--- config.mk ---
export PLATFORM = sky130hd
export DESIGN_NAME = e1_framer_status_alarm_regs
export DESIGN_NICKNAME = d
export VERILOG_FILES = /design/src/rtl/e1_status_pkg.sv /design/src/rtl/e1_framer_status_alarm_regs.sv
export SDC_FILE = /design/constraint.sdc
export NUM_CORES = 1
export LEC_CHECK = 0
export BUFFER_PORTS_ARGS = -buffer_cell sky130_fd_sc_hd__buf_2
export CAP_MARGIN = 20
export CELL_PAD_IN_SITES_DETAIL_PLACEMENT = 1
export CELL_PAD_IN_SITES_GLOBAL_PLACEMENT = 2
export CORE_MARGIN = 10
export CORE_UTILIZATION = 30
export DETAILED_ROUTE_END_ITERATION = 7
export GPL_ROUTABILITY_DRIVEN = 0
export HOLD_SLACK_MARGIN = 0.12
export MAX_ROUTING_LAYER = met4
export PLACE_DENSITY = 0.65
export SKIP_CTS_REPAIR_TIMING = 1
export SYNTH_ARGS = -nofsm -noshare
export SYNTH_HDL_FRONTEND = slang
export SYNTH_SLANG_ARGS = --single-unit
--- constraint.sdc ---
create_clock -name clk_i -period 2.8 [get_ports clk_i]
set_clock_uncertainty 0.05 [all_clocks]
set_input_delay 0.28 -clock clk_i [delete_from_list [all_inputs] [get_ports clk_i]]
set_output_delay 0.28 -clock clk_i [all_outputs]
set_load 0.02 [all_outputs]
--- src/rtl/e1_status_pkg.sv ---
// constants for the e1 framer status and alarm register bank
package e1_status_pkg;
   localparam logic [7:0] ADDR_ALARM_ONE = 8'h06;
   localparam logic [7:0] ADDR_RX_INFO = 8'h08;
   localparam logic [7:0] ADDR_SYNC_STATUS = 8'h1e;
   // receive information bit positions
   localparam int INFO_TX_FULL = 7;
   localparam int INFO_TX_EMPTY = 6;
   localparam int INFO_CLK_LOST = 5;
   localparam int INFO_RX_FULL = 4;
   localparam int INFO_RX_EMPTY = 3;
   localparam int INFO_CRC_RESYNC = 2;
   localparam int INFO_FAS_RESYNC = 1;
   localparam int INFO_CAS_RESYNC = 0;
   // alarm register bit positions
   localparam int ALM_SIG_ONES = 7;
   localparam int ALM_DISTANT = 6;
   localparam int ALM_SIG_ZEROS = 5;
   localparam int ALM_SLIP = 4;
   localparam int ALM_UNFRAMED = 3;
   localparam int ALM_REMOTE = 2;
   localparam int ALM_CARRIER = 1;
   localparam int ALM_LOS = 0;
   localparam int DMA_BIT_POS = 2;
   localparam logic [7:0] RESET_BYTE = 8'h00;
   // timing
   localparam int CLK_PERIOD_NS = 20;
   localparam int RX_CLK_LOST_NS = 2000;
   localparam int RX_CLK_LOST_CYC = (RX_CLK_LOST_NS + CLK_PERIOD_NS - 1) / CLK_PERIOD_NS;
   // resync criteria counts
   localparam logic [9:0] CRC_WINDOW_WORDS = 10'd1000;
   localparam logic [9:0] CRC_ERR_LIMIT = 10'd915;
   localparam logic [1:0] FAS_ERR_RUN = 2'd3;
   localparam logic [1:0] CAS_ERR_RUN = 2'd2;
   localparam logic [7:0] SIG_ONES_MIN_ZEROS = 8'd3;
   // carrier loss counts
   localparam logic [11:0] CL_SHORT_ZEROS = 12'd255;
   localparam logic [11:0] CL_LONG_ZEROS = 12'd2048;
   localparam logic [7:0] CL_CLEAR_WINDOW = 8'd255;
   localparam logic [5:0] CL_CLEAR_ONES = 6'd32;
endpackage : e1_status_pkg

--- src/rtl/e1_framer_status_alarm_regs.sv ---
// status, synchronizer and alarm registers of one e1 framer
`timescale 1ns/1ns
`default_nettype none
module e1_framer_status_alarm_regs
(
   input wire logic clk_i, // 50 MHz system clock
   input wire logic rstn_i, // async reset, active low
   input wire logic [7:0] addr_i, // register address
   input wire logic wr_i, // write strobe
   input wire logic rd_i, // read strobe
   input wire logic [7:0] wdata_i, // write data
   output logic [7:0] rdata_o, // read data, valid cycle after rd_i
   output logic int_n_o, // interrupt, active low
   input wire logic rx_line_clk_i, // receive line clock pin
   input wire logic rx_positive_rail_i, // receive positive rail pin
   input wire logic rx_negative_rail_i, // receive negative rail pin
   input wire logic tx_elastic_full_i, // pulse: tx store frame deleted
   input wire logic tx_elastic_empty_i, // pulse: tx store frame repeated
   input wire logic rx_elastic_full_i, // pulse: rx store frame deleted
   input wire logic rx_elastic_empty_i, // pulse: rx store frame repeated
   input wire logic crc_word_i, // pulse: crc code word checked
   input wire logic crc_word_err_i, // with crc_word_i: word errored
   input wire logic fas_word_i, // pulse: fas word checked
   input wire logic fas_word_err_i, // with fas_word_i: word errored
   input wire logic cas_word_i, // pulse: cas mf word checked
   input wire logic cas_word_err_i, // with cas_word_i: word errored
   input wire logic ts16_valid_i, // pulse: timeslot 16 byte present
   input wire logic [3:0] ts16_frame_i, // frame number in multiframe
   input wire logic [7:0] ts16_byte_i, // timeslot 16 content
   input wire logic unframed_ones_i, // level: unframed all ones seen
   input wire logic remote_alarm_i, // level: remote alarm seen
   input wire logic frame_aligned_i, // level: framer aligned
   input wire logic crc4_timeout_i, // pulse: 8ms crc4 search expired
   input wire logic crc4_sync_i, // pulse: crc4 multiframe sync found
   input wire logic crc4_mode_enable_i, // crc4 mode enable control
   input wire logic carrier_loss_long_count_select_i, // 2048 zero count
   input wire logic fas_search_active_i, // searching fas
   input wire logic cas_mf_search_active_i, // searching cas mf word
   input wire logic crc4_mf_search_active_i // searching crc4 mf word
);
   import e1_status_pkg::*;

   typedef struct packed {
      logic [2:0] sync_clk;
      logic [2:0] sync_pos;
      logic [2:0] sync_neg;
      logic clk_level;
      logic [7:0] quiet_cnt;
      logic [9:0] crc_words;
      logic [9:0] crc_errs;
      logic [1:0] fas_run;
      logic [1:0] cas_run;
      logic [11:0] zero_run;
      logic [7:0] cl_win;
      logic [5:0] cl_ones;
      logic carrier_lost;
      logic [7:0] mf_zeros;
      logic mf_ones;
      logic mf_change;
      logic [15:0][7:0] sig_prev;
      logic sig_ones;
      logic sig_zeros;
      logic dma_prev;
      logic distant;
      logic [5:0] search_cnt;
      logic [7:0] alarm_latch;
      logic [7:0] info_latch;
      logic [7:0] alarm_read;
      logic [7:0] info_read;
      logic [7:0] alarm_armed;
      logic [7:0] info_armed;
      logic [7:0] pending;
      logic [7:0] alarm_prev;
      logic [7:0] rdata;
   } state_t;

   state_t s;
   state_t next_s;

   function automatic logic [3:0] ones_in(input logic [7:0] b);
      logic [3:0] c;
      c = 4'd0;
      for (int i = 0; i < 8; i++)
      begin
         c = c + {3'd0, b[i]};
      end
      return c;
   endfunction : ones_in

   logic [7:0] set_info;
   logic [7:0] set_alarm;
   logic [7:0] sync_view;
   logic bit_tick;
   logic bit_zero;
   logic clk_lost_now;
   logic crc_resync;
   logic fas_resync;
   logic cas_resync;
   logic sig_change_now;
   logic [7:0] mf_zeros_sum;
   logic [9:0] crc_words_sum;
   logic [9:0] crc_errs_sum;
   logic [11:0] cl_limit;
   logic wr_alarm;
   logic wr_info;

   always_comb
   begin
      next_s = s;
      // pin inputs pass three flops
      next_s.sync_clk = {s.sync_clk[1:0], rx_line_clk_i};
      next_s.sync_pos = {s.sync_pos[1:0], rx_positive_rail_i};
      next_s.sync_neg = {s.sync_neg[1:0], rx_negative_rail_i};
      bit_tick = 1'b0;
      // idle receive clock watchdog
      clk_lost_now = 1'b0;
      if (s.sync_clk[2] == s.sync_clk[1] && s.sync_clk[2] != s.clk_level)
      begin
         next_s.clk_level = s.sync_clk[2];
         bit_tick = s.sync_clk[2];
         next_s.quiet_cnt = 8'd0;
      end
      else if (s.quiet_cnt == 8'(RX_CLK_LOST_CYC - 1))
      begin
         clk_lost_now = 1'b1;
      end
      else
      begin
         next_s.quiet_cnt = s.quiet_cnt + 8'd1;
      end
      // crc word error ratio window
      crc_resync = 1'b0;
      crc_words_sum = s.crc_words + {9'd0, crc_word_i};
      crc_errs_sum = s.crc_errs + {9'd0, crc_word_i & crc_word_err_i};
      next_s.crc_words = crc_words_sum;
      next_s.crc_errs = crc_errs_sum;
      if (crc_errs_sum >= CRC_ERR_LIMIT)
      begin
         crc_resync = 1'b1;
         next_s.crc_words = 10'd0;
         next_s.crc_errs = 10'd0;
      end
      else if (crc_words_sum >= CRC_WINDOW_WORDS)
      begin
         next_s.crc_words = 10'd0;
         next_s.crc_errs = 10'd0;
      end
      // consecutive alignment word errors
      fas_resync = 1'b0;
      if (fas_word_i)
      begin
         next_s.fas_run = fas_word_err_i ? s.fas_run + 2'd1 : 2'd0;
         if (fas_word_err_i && s.fas_run == FAS_ERR_RUN - 2'd1)
         begin
            fas_resync = 1'b1;
            next_s.fas_run = 2'd0;
         end
      end
      cas_resync = 1'b0;
      if (cas_word_i)
      begin
         next_s.cas_run = cas_word_err_i ? s.cas_run + 2'd1 : 2'd0;
         if (cas_word_err_i && s.cas_run == CAS_ERR_RUN - 2'd1)
         begin
            cas_resync = 1'b1;
            next_s.cas_run = 2'd0;
         end
      end
      // carrier loss on the rails
      bit_zero = ~s.sync_pos[2] & ~s.sync_neg[2];
      cl_limit = carrier_loss_long_count_select_i ? CL_LONG_ZEROS : CL_SHORT_ZEROS;
      if (bit_tick)
      begin
         next_s.zero_run = bit_zero ? s.zero_run + 12'd1 : 12'd0;
         if (bit_zero && s.zero_run + 12'd1 >= cl_limit)
         begin
            next_s.carrier_lost = 1'b1;
            next_s.zero_run = cl_limit;
         end
         next_s.cl_win = s.cl_win + 8'd1;
         next_s.cl_ones = s.cl_ones + {5'd0, ~bit_zero & (s.cl_ones != CL_CLEAR_ONES)};
         if (s.cl_win + 8'd1 == CL_CLEAR_WINDOW)
         begin
            next_s.cl_win = 8'd0;
            next_s.cl_ones = 6'd0;
         end
         if (next_s.cl_ones == CL_CLEAR_ONES && !(bit_zero && next_s.carrier_lost && !s.carrier_lost))
         begin
            next_s.carrier_lost = 1'b0;
         end
      end
      // timeslot 16 multiframe checks
      sig_change_now = 1'b0;
      mf_zeros_sum = s.mf_zeros + 8'(4'd8 - ones_in(ts16_byte_i));
      if (ts16_valid_i)
      begin
         next_s.mf_zeros = mf_zeros_sum;
         next_s.mf_ones = s.mf_ones | (|ts16_byte_i);
         next_s.sig_prev[ts16_frame_i] = ts16_byte_i;
         if (ts16_frame_i != 4'd0 && s.sig_prev[ts16_frame_i] != ts16_byte_i)
         begin
            next_s.mf_change = 1'b1;
         end
         if (ts16_frame_i == 4'd0)
         begin
            next_s.dma_prev = ts16_byte_i[DMA_BIT_POS];
            if (ts16_byte_i[DMA_BIT_POS] == s.dma_prev)
            begin
               next_s.distant = s.dma_prev;
            end
         end
         if (ts16_frame_i == 4'hf)
         begin
            next_s.sig_ones = mf_zeros_sum < SIG_ONES_MIN_ZEROS;
            next_s.sig_zeros = ~next_s.mf_ones;
            sig_change_now = next_s.mf_change;
            next_s.mf_zeros = 8'd0;
            next_s.mf_ones = 1'b0;
            next_s.mf_change = 1'b0;
         end
      end
      // crc4 search counter
      if (!crc4_mode_enable_i || crc4_sync_i)
      begin
         next_s.search_cnt = 6'd0;
      end
      else if (crc4_timeout_i)
      begin
         next_s.search_cnt = s.search_cnt + 6'd1;
      end
      // latched set terms
      set_info = RESET_BYTE;
      set_info[INFO_TX_FULL] = tx_elastic_full_i;
      set_info[INFO_TX_EMPTY] = tx_elastic_empty_i;
      set_info[INFO_CLK_LOST] = clk_lost_now;
      set_info[INFO_RX_FULL] = rx_elastic_full_i;
      set_info[INFO_RX_EMPTY] = rx_elastic_empty_i;
      set_info[INFO_CRC_RESYNC] = crc_resync;
      set_info[INFO_FAS_RESYNC] = fas_resync;
      set_info[INFO_CAS_RESYNC] = cas_resync;
      set_alarm = RESET_BYTE;
      set_alarm[ALM_SIG_ONES] = s.sig_ones | sig_change_now;
      set_alarm[ALM_DISTANT] = s.distant;
      set_alarm[ALM_SIG_ZEROS] = s.sig_zeros | sig_change_now;
      set_alarm[ALM_SLIP] = rx_elastic_full_i | rx_elastic_empty_i;
      set_alarm[ALM_UNFRAMED] = unframed_ones_i;
      set_alarm[ALM_REMOTE] = remote_alarm_i;
      set_alarm[ALM_CARRIER] = s.carrier_lost;
      set_alarm[ALM_LOS] = ~frame_aligned_i;
      // write-read-write access; a new set beats the clear
      wr_alarm = wr_i && addr_i == ADDR_ALARM_ONE;
      wr_info = wr_i && addr_i == ADDR_RX_INFO;
      next_s.alarm_latch = (s.alarm_latch & ~(wr_alarm ? wdata_i & s.alarm_armed : 8'h00))
         | set_alarm;
      next_s.info_latch = (s.info_latch & ~(wr_info ? wdata_i & s.info_armed : 8'h00))
         | set_info;
      if (wr_alarm)
      begin
         next_s.alarm_read = (wdata_i & next_s.alarm_latch) | (~wdata_i & s.alarm_read);
         next_s.alarm_armed = 8'h00;
      end
      if (wr_info)
      begin
         next_s.info_read = (wdata_i & next_s.info_latch) | (~wdata_i & s.info_read);
         next_s.info_armed = 8'h00;
      end
      // interrupt requests: alarm bits 7:4 on set, alarm bits 3:0 on any change; info events raise none
      next_s.alarm_prev = set_alarm;
      sync_view = {s.search_cnt[5:2], s.search_cnt[0], fas_search_active_i,
         cas_mf_search_active_i, crc4_mf_search_active_i};
      if (rd_i)
      begin
         if (addr_i == ADDR_ALARM_ONE)
         begin
            next_s.rdata = s.alarm_read;
            next_s.alarm_armed = s.alarm_read;
            next_s.pending = s.pending & ~s.alarm_read;
         end
         else if (addr_i == ADDR_RX_INFO)
         begin
            next_s.rdata = s.info_read;
            next_s.info_armed = s.info_read;
         end
         else if (addr_i == ADDR_SYNC_STATUS)
         begin
            next_s.rdata = sync_view;
         end
         else
         begin
            next_s.rdata = RESET_BYTE;
         end
      end
      next_s.pending = next_s.pending
         | {set_alarm[7:4] & ~s.alarm_prev[7:4], set_alarm[3:0] ^ s.alarm_prev[3:0]};
   end

   always_ff @(posedge clk_i or negedge rstn_i)
   begin
      if (!rstn_i)
      begin
         s <= '0;
      end
      else
      begin
         s <= next_s;
      end
   end

   assign rdata_o = s.rdata;
   assign int_n_o = ~(|s.pending);

   // checks
   clk_lost_set_a: assert property (@(posedge clk_i) disable iff (!rstn_i)
      s.quiet_cnt == 8'(RX_CLK_LOST_CYC - 1) && s.sync_clk[2] == s.clk_level
      |=> s.info_latch[INFO_CLK_LOST]) else $error("clock loss flag not set");
   tx_full_set_a: assert property (@(posedge clk_i) disable iff (!rstn_i)
      tx_elastic_full_i |=> s.info_latch[INFO_TX_FULL] [*2])
      else $error("tx full flag not held");
   fas_resync_a: assert property (@(posedge clk_i) disable iff (!rstn_i)
      fas_word_i && fas_word_err_i && s.fas_run == 2'd2 |=> s.info_latch[INFO_FAS_RESYNC])
      else $error("fas resync flag missing");
   search_clear_a: assert property (@(posedge clk_i) disable iff (!rstn_i)
      !crc4_mode_enable_i |=> s.search_cnt == 6'd0) else $error("search count not cleared");
   search_step_a: assert property (@(posedge clk_i) disable iff (!rstn_i)
      crc4_mode_enable_i && !crc4_sync_i && crc4_timeout_i
      |=> s.search_cnt == $past(s.search_cnt) + 6'd1) else $error("search count not stepped");
   sync_read_a: assert property (@(posedge clk_i) disable iff (!rstn_i)
      rd_i && addr_i == ADDR_SYNC_STATUS
      |=> rdata_o[7:3] == {$past(s.search_cnt[5:2]), $past(s.search_cnt[0])})
      else $error("sync status read wrong");
   los_hold_a: assert property (@(posedge clk_i) disable iff (!rstn_i)
      !frame_aligned_i |=> s.alarm_latch[ALM_LOS]) else $error("loss of sync not latched");
   slip_int_a: assert property (@(posedge clk_i) disable iff (!rstn_i)
      rx_elastic_full_i && !s.alarm_prev[ALM_SLIP] |=> !int_n_o)
      else $error("slip interrupt missing");
   latch_keep_a: assert property (@(posedge clk_i) disable iff (!rstn_i)
      s.info_latch[INFO_CAS_RESYNC] && !wr_i |=> s.info_latch[INFO_CAS_RESYNC])
      else $error("latched bit lost without write");
   mask_hold_a: assert property (@(posedge clk_i) disable iff (!rstn_i)
      wr_i && addr_i == ADDR_RX_INFO && !wdata_i[0] |=> s.info_read[0] == $past(s.info_read[0]))
      else $error("unmasked bit refreshed");
endmodule : e1_framer_status_alarm_regs
`default_nettype wire

* Yosys cells after proc, flatten, opt, wreduce, memory -nomap -nowiden *
Index checks and enable logic that the tools add are counted.

storage, ports and cells
  output and inout bits = 9
  logic and storage cells = 189
  register bits after elaboration = 289
  bits of input ports = 56

cells by class
  bitwise logic cells = 34
  reductions and logical operators = 23
  add/sub/neg operators = 18
  $lt $le $gt $ge = 6
  mux-type cells = 47
  eq/ne operators = 15

operators with widths
  cell                                                             number
  128-bit bitwise mux                                              1
  8-bit 2-to-1 mux                                                 15
  8-bit bitwise AND                                                9
  20-bit 2-to-1 mux                                                2
  8-bit OR                                                         5
  12-bit 2-to-1 mux                                                3
  8-bit binary-select mux with 4-bit select                        1
  8-bit demux with 4-bit select                                    1
  8-bit inverter                                                   4
  14-bit 2-to-1 mux                                                2
  24-bit 2-to-1 mux                                                1
  10-bit by 1-bit adder with 10-bit output                         2
  10-bit greater-or-equal comparator, second input constant        2
  4-bit by 1-bit adder with 4-bit output                           4
  8-bit by 1-bit adder with 8-bit output, second input constant    2
  8-bit OR reduction                                               2
  1-bit 2-to-1 mux                                                 14
  12-bit by 1-bit adder with 12-bit output, second input constant  1
  12-bit greater-or-equal comparator                               1
  6-bit 2-to-1 mux                                                 2
  1-bit logical AND                                                11
  10-bit 2-to-1 mux                                                1
  8-bit adder                                                      1
  8-bit by 3-bit == test with 1-bit output, second input constant  1
  other kinds (37)                                                 55

* Depth between registers and ports, before layout *
Gate-level depths: netlist of the first run.

  depth in word-level cells = 11
  depth in mapped cells = 18

* Worst setup path after synthesis of the first run *
No wires, ideal clock.

  path type = in2reg
  from = input ts16_byte_i[5]
  to = register s[81] (netlist name)
  arrival time = 3.575 ns
  path slack = -0.891 ns
  path buffers = 0
  stages on the path = 18
  library setup time = 0.066 ns
  cells stage by stage = clkinv_1 fa_1 ha_1 inv_1 fa_1 inv_1 ha_1 inv_1 fa_1 inv_1 ha_1 a21oi_1 o21bai_1 a21oi_1 o31ai_1 xnor2_1 nand4b_1 nand2_1

on the way
  word-level cells in the longest chain between the ends = 6

ends and longest elaborated chain
  item                                                   RTL line                            source
  from (decl)                                            e1_framer_status_alarm_regs.sv:29   input wire logic [7:0] ts16_byte_i,
  4-bit by 1-bit adder with 4-bit output (3 in a row)    e1_framer_status_alarm_regs.sv:85   c = c + {3'd0, b[i]};
  4-bit by 4-bit subtractor with 5-bit output            e1_framer_status_alarm_regs.sv:194  mf_zeros_sum = s.mf_zeros + 8'(4'd8 - ones_in(ts16_byte_i));
  8-bit adder                                            e1_framer_status_alarm_regs.sv:194
  8-bit by 2-bit less-than comparator with 1-bit output  e1_framer_status_alarm_regs.sv:214  next_s.sig_ones = mf_zeros_sum < SIG_ONES_MIN_ZEROS;
  to (signal assigned)                                   e1_framer_status_alarm_regs.sv:305  s <= next_s;
  to (decl)                                              e1_framer_status_alarm_regs.sv:77   state_t s;

No other way between the ends.
A chain may end at the register's enable or synchronous reset.

* Final worst setup path of the first run *
  from = input ts16_byte_i[2]
  to = register s[219] (netlist name)

on the way
  word-level cells in the longest chain between the ends = 9

ends and longest elaborated chain
  item                                                 RTL line                            source
  2-bit by 1-bit adder with 3-bit output               e1_framer_status_alarm_regs.sv:85
  3-bit by 1-bit adder with 4-bit output               e1_framer_status_alarm_regs.sv:85
  4-bit by 1-bit adder with 4-bit output (4 in a row)  e1_framer_status_alarm_regs.sv:85
  4-bit by 4-bit subtractor with 5-bit output          e1_framer_status_alarm_regs.sv:194
  8-bit adder                                          e1_framer_status_alarm_regs.sv:194
  10-bit 2-to-1 mux                                    e1_framer_status_alarm_regs.sv:212  if (ts16_frame_i == 4'hf)

No other way between the ends.

==> impl_metrics.json, run 1 <==
{
  "status": "finished, violations left",
  "violations": "negative setup slack",
  "rsz0062_at_grt": "yes",
  "yosys_warnings": 0,
  "viasPerCell": 4.86,
  "drc": 0,
  "final_cell_mix": "dfrtp_1 (287), nand2_1 (170), buf_4 (124)",
  "die-width_um": 235,
  "wl_met3_um": 1180,
  "setup_viol": 16,
  "critPathMaxFanout": 2,
  "h-tree-depth": 2,
  "clockBufferDepth": 3,
  "worst_pin_slew_ns": 0.815,
  "cp-start-kind": "input pin",
  "powerDensity_nw_per_um2": 726,
  "ys.flop_type": "dfrtp_1",
  "yosysSeqAreaShare": 0.519,
  "cts.sinks": 288,
  "grt_pass1_vias": 10900,
  "diodes": 0,
  "arrival_ns": 3.64,
  "dr_wl_met2_um": 17400,
  "fillCellCount": 4964,
  "slowest_stage": "fa_2",
  "numCtsBuffers": 35,
  "io_pins": 65,
  "holdWs_ns": 0.0828,
  "root_buffer": "clkbuf_16",
  "slew_headroom": 0.453,
  "place_inst": 2004,
  "finalWirelength_um": 37600,
  "syn_area_um2": 13900,
  "critPathMaxStageDelay_ns": 0.62,
  "setup_slack_ns": -0.462,
  "path_cells": "buf_8 -> inv_6 -> fa_2 -> ha_4 -> inv_2 -> fa_1 -> inv_1 -> ha_2 -> inv_2 -> fa_1 -> inv_2 -> ha_4 -> a21oi_4 -> o21bai_2 -> a21oi_2 -> o31ai_2 -> xnor2_1 -> buf_4 -> o22ai_2",
  "dieArea_um2": 55300,
  "cts.clk_slew.worst_paths_ns": 0.06,
  "leakagePower_nw": 8.11,
  "port_buffers": 64,
  "irDropWorstVdd_mv": 0.474,
  "vias": 10200,
  "synth_nets": 1373,
  "ant_nets": 0,
  "ys_seq_elements": 288,
  "core_um2": 45600,
  "area_growth_pct": 27.4,
  "syn_inst": 1273,
  "grt_pass1_wl_um": 61000,
  "num_rows": 78,
  "cap_violations": 0,
  "dr.pass1.iters": 6,
  "stdcell_count": 2107,
  "start_util": 0.305,
  "wire_per_inst_um": 17.9,
  "crit_type": "input pin to flip-flop",
  "top_layer": "met4",
  "cts_tree": "yes",
  "grt_max_degree": 72,
  "layout_commonest_cell": "dfrtp_1",
  "drtIter0Drc": 494,
  "fin_crit_sh": 1.17,
  "hold_violations": 0,
  "grt_use_total": 0.136,
  "avgSynthCellArea_um2": 10.9,
  "postSynth.asyncResetShare": 1.00,
  "synth_cell_type_count": 68,
  "fmax_mhz": 307,
  "antenna_found_initial": 0,
  "die_y_um": 235,
  "period_minus_slack_ns": 3.26,
  "routedLengthMet1_um": 18500,
  "final_layout_size_suffix_gt1_frac": 0.289,
  "drv_slew": 0,
  "synth_edf_count": 0,
  "cp-end-kind": "flip-flop",
  "grt.overflow.total": 0,
  "fin_nets": 1584,
  "hold_class": "input pin to flip-flop",
  "pre_cts_ws_ns": -1.18,
  "hpwlAfterDp_um": 26500,
  "clock_latency_ns": 0.55,
  "crit_path_frequent_cell": "inv_2",
  "cp.required_ns": 3.18
}
[worst paths after layout]
path / startpoint / endpoint / slack (ns) / cells after the start
setup reg to reg: s[235] / s[244] / -0.18 / 11
hold / removal: crc_word_i / s[261] / 0.08 / 4
setup / recovery: ts16_byte_i[2] / s[219] / -0.46 / 19
hold reg to reg: next_s[287] / next_s[288] / 0.30 / 0
max in group asynchronous: rstn_i / s[67] / 1.59 / 3
min in group asynchronous: rstn_i / s[242] / 0.26 / 2
[critical path, delay by kind of cell]
family / cells / cell delay (ns)
adders and majority gates: 6 / 2.08
xor gates and xnor gates: 1 / 0.23
AOI/OAI and AO/OA: 5 / 0.58
buffers and inverters: 7 / 0.45
[cell usage after synthesis (13+ instances only)]
library cell  count  area, um2
dfrtp_1         288       7210
nand2_1         170        638
mux2_2           98       1100
nor2_1           86        323
o21ai_0          84        420
inv_1            50        188
clkbuf_1         48        180
nand3_1          47        235
ha_1             39        488
a21oi_1          29        145
xnor2_1          27        236
mux2i_1          26        260
xor2_1           25        219
mux4_2           22        495
and3_1           19        119
a21o_1           18        135
and2_1           13       81.3
[per-stage QoR]
stage / power, mW / TNS, ns / util / area (um2)
floorplan: 7.06 / -3.58 / - / 13900
CTS: 12.7 / -5.36 / 0.372 / 16900
detailed placement: 8.11 / -12.23 / 0.347 / 15800
global placement: 7.99 / -11.20 / 0.347 / 15800
global route: 13.7 / -5.57 / 0.389 / 17700
finish: 12.9 / -3.22 / 0.389 / 17700
[layout make-up]
type,count,area [um2],share of cell area
Inverter,53,209,0.0118
Timing Repair Buffer,238,1860,0.105
Multi-Input combinational cell,868,6550,0.370
Clock inverter,15,143,0.00805
Sequential cell,288,7210,0.407
Tap cell,600,751,0.0424
Clock buffer,45,995,0.0562
[sequential cells by signal, summed over array words and instances (netlist names), named ones only]
register	count
s	256
next_s	8
rdata_o	8
[layer usage]
layer | vias up | GRT usage
met5 | - | -
met4 | 0 | 0.0292
met2 | 118 | 0.210
met1 | 5178 | 0.183
met3 | 42 | 0.0268
li1 | 4897 | -
[where the power goes]
group | total (mW) | switching, mW | internal [mW]
Combinational | 2.92 | 1.38 | 1.54
Clock | 4.51 | 1.82 | 2.69
Sequential | 5.43 | 0.535 | 4.90
Total | 12.9 | 3.73 | 9.13
[cell families (layout without fill, tap and decap cells)]
kind of cell | count (synthesis) | after routing | share of synthesized area
simple gates | 403 | 403 | 0.133
fa+ha+maj | 45 | 45 | 0.0430
xor+xnor | 52 | 52 | 0.0328
mux | 146 | 146 | 0.134
flops | 288 | 288 | 0.519
buf+inv | 118 | 351 | 0.0356
compound gates | 221 | 222 | 0.104
Note: power is estimated with default switching activity, not from simulation.
==> inputs of run 2 (changes only) <==
--- a/config.mk
+++ b/config.mk
@@ -5,6 +5,7 @@
 export SDC_FILE = /design/constraint.sdc
 export NUM_CORES = 1
 export LEC_CHECK = 0
+export ABC_AREA = 1
 export BUFFER_PORTS_ARGS = -buffer_cell sky130_fd_sc_hd__buf_2
 export CAP_MARGIN = 20
 export CELL_PAD_IN_SITES_DETAIL_PLACEMENT = 1
@@ -15,7 +16,7 @@
 export GPL_ROUTABILITY_DRIVEN = 0
 export HOLD_SLACK_MARGIN = 0.12
 export MAX_ROUTING_LAYER = met4
-export PLACE_DENSITY = 0.65
+export PLACE_DENSITY = 0.71
 export SKIP_CTS_REPAIR_TIMING = 1
 export SYNTH_ARGS = -nofsm -noshare
 export SYNTH_HDL_FRONTEND = slang
==> run 2 against run 1 <==
The flow still finishes with violations (negative setup slack). Worst setup slack worse by 0.012 ns. Core utilization down 2.0 points. Critical endpoint is now s[81]. Maximum frequency down 0.36%. First-iteration DRC count up 7.5%. Register-to-register slack better by 0.41 ns. Largest power group unchanged. Die area up 0.96%. Critical path depth unchanged. Power up 3.3%.
==> impl_metrics.json, run 2 <==
{
  "ys_seq_elements": 288,
  "ys_top_cells_by_count": "nand2_1 (576), dfrtp_1 (288), o21ai_0 (183)",
  "regArea_um2": 7210,
  "grt_pass1_wl_um": 66700,
  "root_buffer": "clkbuf_16",
  "cts.sinks": 288,
  "synth_top_family_by_area": "simple AND/OR/NAND/NOR gates",
  "cts.clk_slew.worst_paths_ns": 0.06,
  "area_growth_pct": 21.8,
  "setup_viol": 7,
  "clockBufferDepth": 3,
  "h-tree-depth": 2,
  "cap_violations": 0,
  "synth_cell_type_count": 48,
  "rr_startpoint": "s[235]",
  "worst_pin_slew_ns": 0.613,
  "hold_class": "input pin to flip-flop",
  "synth_most_common_cell": "nand2_1",
  "period_minus_slack_ns": 3.27,
  "path_cells": "buf_8 -> inv_6 -> fa_1 -> ha_4 -> inv_2 -> fa_1 -> inv_2 -> ha_4 -> inv_2 -> fa_1 -> inv_2 -> ha_4 -> a21oi_2 -> nand2_2 -> a21o_1 -> a21oi_2 -> buf_4 -> xnor2_2 -> o41ai_2",
  "ys_top_cells_by_area": "dfrtp_1 (51%), nand2_1 (15%), o21ai_0 (6.5%)",
  "dieArea_um2": 55900,
  "critPathMaxFanout": 4,
  "cp-start-kind": "input pin",
  "ant_nets": 0,
  "critPathMaxStageDelay_ns": 0.59,
  "io_pins": 65,
  "vias": 11600,
  "setup_slack_ns": -0.474,
  "worstHoldStart": "ts16_byte_i[0]",
  "hold_violations": 0,
  "fin_area_um2": 17100,
  "drtIter0Drc": 531,
  "crit_path_frequent_cell": "inv_2",
  "fmax_mhz": 305,
  "postSynth.asyncResetShare": 1.00,
  "postPlaceCellArea_um2": 15400,
  "yosysTopAreaCellShare": 0.513,
  "holdWs_ns": 0.105,
  "synth_edf_count": 0,
  "die_y_um": 236,
  "viasPerCell": 4.65,
  "numCtsBuffers": 36,
  "p_total_mw": 13.3,
  "avgSynthCellArea_um2": 8.14,
  "port_buffers": 64,
  "stdcell_count": 2497,
  "powerDensity_nw_per_um2": 777,
  "grt_use_total": 0.149,
  "layout_commonest_cell": "nand2_1",
  "wire_per_inst_um": 16.1,
  "cp.required_ns": 3.20,
  "grt.overflow.total": 0,
  "yosys.area.top_type": "dfrtp_1",
  "fin_util": 0.368,
  "cts_tree": "yes",
  "rsz0062_at_grt": "yes",
  "fillCellCount": 5561,
  "irDropWorstVdd_mv": 0.371,
  "syn_inst": 1726,
  "syn_area_um2": 14000,
  "arrival_ns": 3.67,
  "grt_pass1_vias": 12300,
  "slowest_stage": "fa_1",
  "synth_xor_area_frac": 0.0243,
  "ys.flop_type": "dfrtp_1",
  "clock_latency_ns": 0.55,
  "drv_slew": 0,
  "synth_nets": 1826,
  "crit_type": "input pin to flip-flop",
  "start_util": 0.302,
  "final_layout_size_suffix_gt1_frac": 0.131,
  "status": "finished, violations left",
  "dr.pass1.iters": 5,
  "drc": 0,
  "synth-compound-area-share": 0.109,
  "yosysSeqAreaShare": 0.513,
  "yosys.area_share.simple": 0.234,
  "core_um2": 46500,
  "largest_register_ffs": 256,
  "regMostFlops": "s",
  "cp-startpoint": "ts16_byte_i[3]",
  "multi_input_area_um2": 6010,
  "muxShareOfSynthArea": 0.00704,
  "violations": "negative setup slack",
  "slew_headroom": 0.590,
  "yosys_warnings": 0,
  "grt_max_degree": 96,
  "fin_nets": 1968,
  "finalWirelength_um": 40300,
  "hpwlAfterDp_um": 27400,
  "num_rows": 79,
  "synthAdderAreaFrac": 0.0419,
  "die-width_um": 236,
  "leakagePower_nw": 8.44,
  "final_cell_mix": "nand2_1 (574), dfrtp_1 (287), o21ai_0 (179)",
  "cp-end-kind": "flip-flop",
  "antenna_found_initial": 1,
  "place_inst": 2398,
  "fin_crit_sh": 1.17
}
==> run 2: through the flow <==
stage               setup WS (ns)  setup TNS (ns)
CTS                        -0.604           -2.76
floorplan                   -1.07           -5.32
global placement            -1.14           -6.56
global route               -0.635           -2.98
detailed placement          -1.19           -7.11
finish                     -0.474           -2.10
==> run 2: final timing paths <==
check / to / slack [ns] / depth (start not counted)
max in group asynchronous: async pin / 1.62 / 3
max reg2reg: s[242] / 0.23 / 17
min: s[162] / 0.11 / 4
min in group asynchronous: next_s[288] / 0.19 / 2
max: s[81] / -0.47 / 19
min reg2reg: next_s[282] / 0.29 / 0
==> run 2: cell type report <==
class	count	area share
flip-flops and latches	288	0.421
multi-input cells	1197	0.351
repair buffers	170	0.0763
clock buffers	52	0.0614
well taps	607	0.0444
inverters	175	0.0388
clock inverters	7	0.00607
diodes	1	0.000146
==> run 2: critical path: cells and delay by family <==
family	cells	cell delay, ns
compound gates	4	0.75
xor+xnor	1	0.07
fa+ha+maj	6	2.03
buf+inv	7	0.45
simple gates	1	0.08
==> run 2: routing by layer <==
| metal | global-route usage | up-vias | part of all wire |
|---|---|---|---|
| met5 | - | - | 0 |
| met4 | 0.0459 | 0 | 0.023 |
| met3 | 0.0242 | 56 | 0.031 |
| met2 | 0.235 | 131 | 0.46 |
| met1 | 0.193 | 5647 | 0.48 |
| li1 | - | 5766 | - |
==> run 2: kinds of logic (layout without fill, tap and decap cells) <==
family / Yosys count / count (layout)
multiplexers: 9 / 9
AND/OR/NAND/NOR: 824 / 824
adder cells (fa/ha/maj): 44 / 44
AO/OA/AOI/OAI: 281 / 281
other: 0 / 1
flip-flops: 288 / 288
XOR/XNOR: 39 / 39
buffers and inverters: 241 / 404
==> run 2: power by group <==
group	switching (mW)	internal [mW]
clock	1.82	2.78
combinational	1.77	1.43
sequential	0.531	4.97
==> inputs of run 3 (changes only) <==
--- a/config.mk
+++ b/config.mk
@@ -10,6 +10,7 @@
 export CAP_MARGIN = 20
 export CELL_PAD_IN_SITES_DETAIL_PLACEMENT = 1
 export CELL_PAD_IN_SITES_GLOBAL_PLACEMENT = 2
+export CORE_ASPECT_RATIO = 1.4
 export CORE_MARGIN = 10
 export CORE_UTILIZATION = 30
 export DETAILED_ROUTE_END_ITERATION = 7
==> run 3 against run 2 <==
The flow still finishes with violations (negative setup slack). First-iteration DRC count increased by 0.56%. Worst hold slack lost 0.012 ns. Register-to-register slack lost 0.03 ns. Non-clock buffer count down 1. Final cell count up 0.36%. Sequential share of layout area decreased by 0.12 points. Final area increased by 0.27%. Worst setup slack got worse by 0.18 ns. Global-route usage barely moved. Power up 0.52%. Maximum frequency down 5.3%. Critical path depth is the same. Highest routed layer unchanged.
==> impl_metrics.json, run 3 (synthesis results as in run 2) <==
{
  "holdWs_ns": 0.0935,
  "num_rows": 93,
  "setup_tns_ns": -3.17,
  "cp-startpoint": "ts16_byte_i[3]",
  "rr_startpoint": "s[237]",
  "slew_headroom": 0.613,
  "core_um2": 46200,
  "vias": 11700,
  "grt.overflow.total": 0,
  "clock_latency_ns": 0.53,
  "area_growth_pct": 22.1,
  "cts.clk_slew.worst_paths_ns": 0.06,
  "grt_max_degree": 61,
  "grt_pass1_wl_um": 66200,
  "crit_type": "input pin to flip-flop",
  "fin_util": 0.371,
  "cp.required_ns": 3.15,
  "drtIter0Drc": 534,
  "final_cell_mix": "nand2_1 (574), dfrtp_1 (288), o21ai_0 (179)",
  "powerDensity_nw_per_um2": 779,
  "r2r_slack_ns": 0.20,
  "fin_nets": 1965,
  "setup_viol": 7,
  "die_y_um": 276,
  "cts.sinks": 288,
  "endpoint": "s[81]",
  "r2r-end": "s[242]",
  "cp-start-kind": "input pin",
  "status": "finished, violations left",
  "violations": "negative setup slack",
  "dieArea_um2": 56000,
  "arrival_ns": 3.80,
  "dr.pass1.iters": 5,
  "cts_tree": "yes",
  "h-tree-depth": 2,
  "die-width_um": 203,
  "reg2reg_depth": 16,
  "hold_violations": 0,
  "finalWirelength_um": 41100,
  "viasPerCell": 4.67,
  "leakagePower_nw": 8.44,
  "fmax_mhz": 289,
  "final_layout_size_suffix_gt1_frac": 0.133,
  "setup_slack_ns": -0.656,
  "irDropWorstVdd_mv": 0.343,
  "start_util": 0.304,
  "clockBufferDepth": 3,
  "p_total_mw": 13.4,
  "port_buffers": 64,
  "cp-end-kind": "flip-flop",
  "period_minus_slack_ns": 3.46,
  "ant_nets": 0,
  "critPathMaxFanout": 4,
  "root_buffer": "clkbuf_16",
  "hold_class": "input pin to flip-flop",
  "largest_register_ffs": 256,
  "rsz0062_at_grt": "yes",
  "wire_per_inst_um": 16.4,
  "io_pins": 65,
  "grt_pass1_vias": 12500,
  "worst_pin_slew_ns": 0.579,
  "hpwlAfterDp_um": 28300,
  "regMostFlops": "s",
  "layout_commonest_cell": "nand2_1",
  "grt_use_total": 0.148,
  "fin_crit_sh": 1.23,
  "numCtsBuffers": 34,
  "drv_slew": 0,
  "cap_violations": 0,
  "fillCellCount": 5559,
  "antenna_found_initial": 1,
  "drc": 0
}
[run 3: cell count changes in the layout (fill, tap and decap cells not counted), moves of 3 or more]
cell and change:
dlygate4sd3_1 -3, clkinvlp_4 +3, buf_12 +5, nor2_4 +3, buf_4 -3
[run 3: area by class of cell]
| class | instances | area [um2] | area share |
|---|---|---|---|
| inverters | 175 | 663 | 0.0387 |
| repair buffers | 169 | 1360 | 0.0792 |
| diodes | 1 | 2.50 | 0.000146 |
| well taps | 617 | 772 | 0.0450 |
| clock buffers | 50 | 1020 | 0.0596 |
| clock inverters | 9 | 104 | 0.00606 |
| multi-input cells | 1197 | 6020 | 0.351 |
| flip-flops and latches | 288 | 7210 | 0.420 |
[run 3: worst min path at each step]
stage	start	end	slack [ns]	cells after the start
final	wdata_i[7]	flip-flop	0.09	4
after global routing	wdata_i[2]	flip-flop	0.13	5
after CTS	rstn_i	s[243]	-0.34	1
after detailed placement	rstn_i	s[243]	0.23	1
after global placement	rstn_i	s[243]	0.24	1
after floorplan	rstn_i	async pin	-0.07	0
[run 3: critical path, cell delays in order]
cell and delay, ns:
buf_8 0.09, clkinvlp_4 0.12, fa_1 0.51, ha_2 0.17
inv_2 0.04, fa_1 0.46, inv_2 0.09, ha_4 0.13
inv_2 0.03, fa_1 0.49, inv_2 0.05, ha_4 0.23
a21oi_2 0.13, nand2_2 0.07, a21o_1 0.17, a21oi_2 0.17
buf_4 0.14, xnor2_2 0.06, o41ai_1 0.35
[run 3: report_power, final]
part | internal (mW) | switching, mW | total, mW
clock network | 2.71 | 1.78 | 4.49
registers | 4.96 | 0.532 | 5.50
logic | 1.53 | 1.85 | 3.38
total | 9.21 | 4.16 | 13.4
[run 3: metrics by stage]
stage	cells	worst slack, ns	area [um2]
2_1_floorplan	1726	-1.07	14100
3_3_place_gp	2411	-1.20	15500
3_5_place_dp	2411	-1.30	15500
4_1_cts	2470	-0.752	16600
5_1_grt	2506	-0.833	17200
6_report	2506	-0.656	17200
[run 3: per-layer routing]
metal  wire, um  GRT usage  vias to the layer above
li1           -          -                     5757
met1      17800      0.170                     5717
met2      21100      0.264                      146
met3       1120     0.0189                       75
met4        998     0.0447                        0
met5          0          -                        -
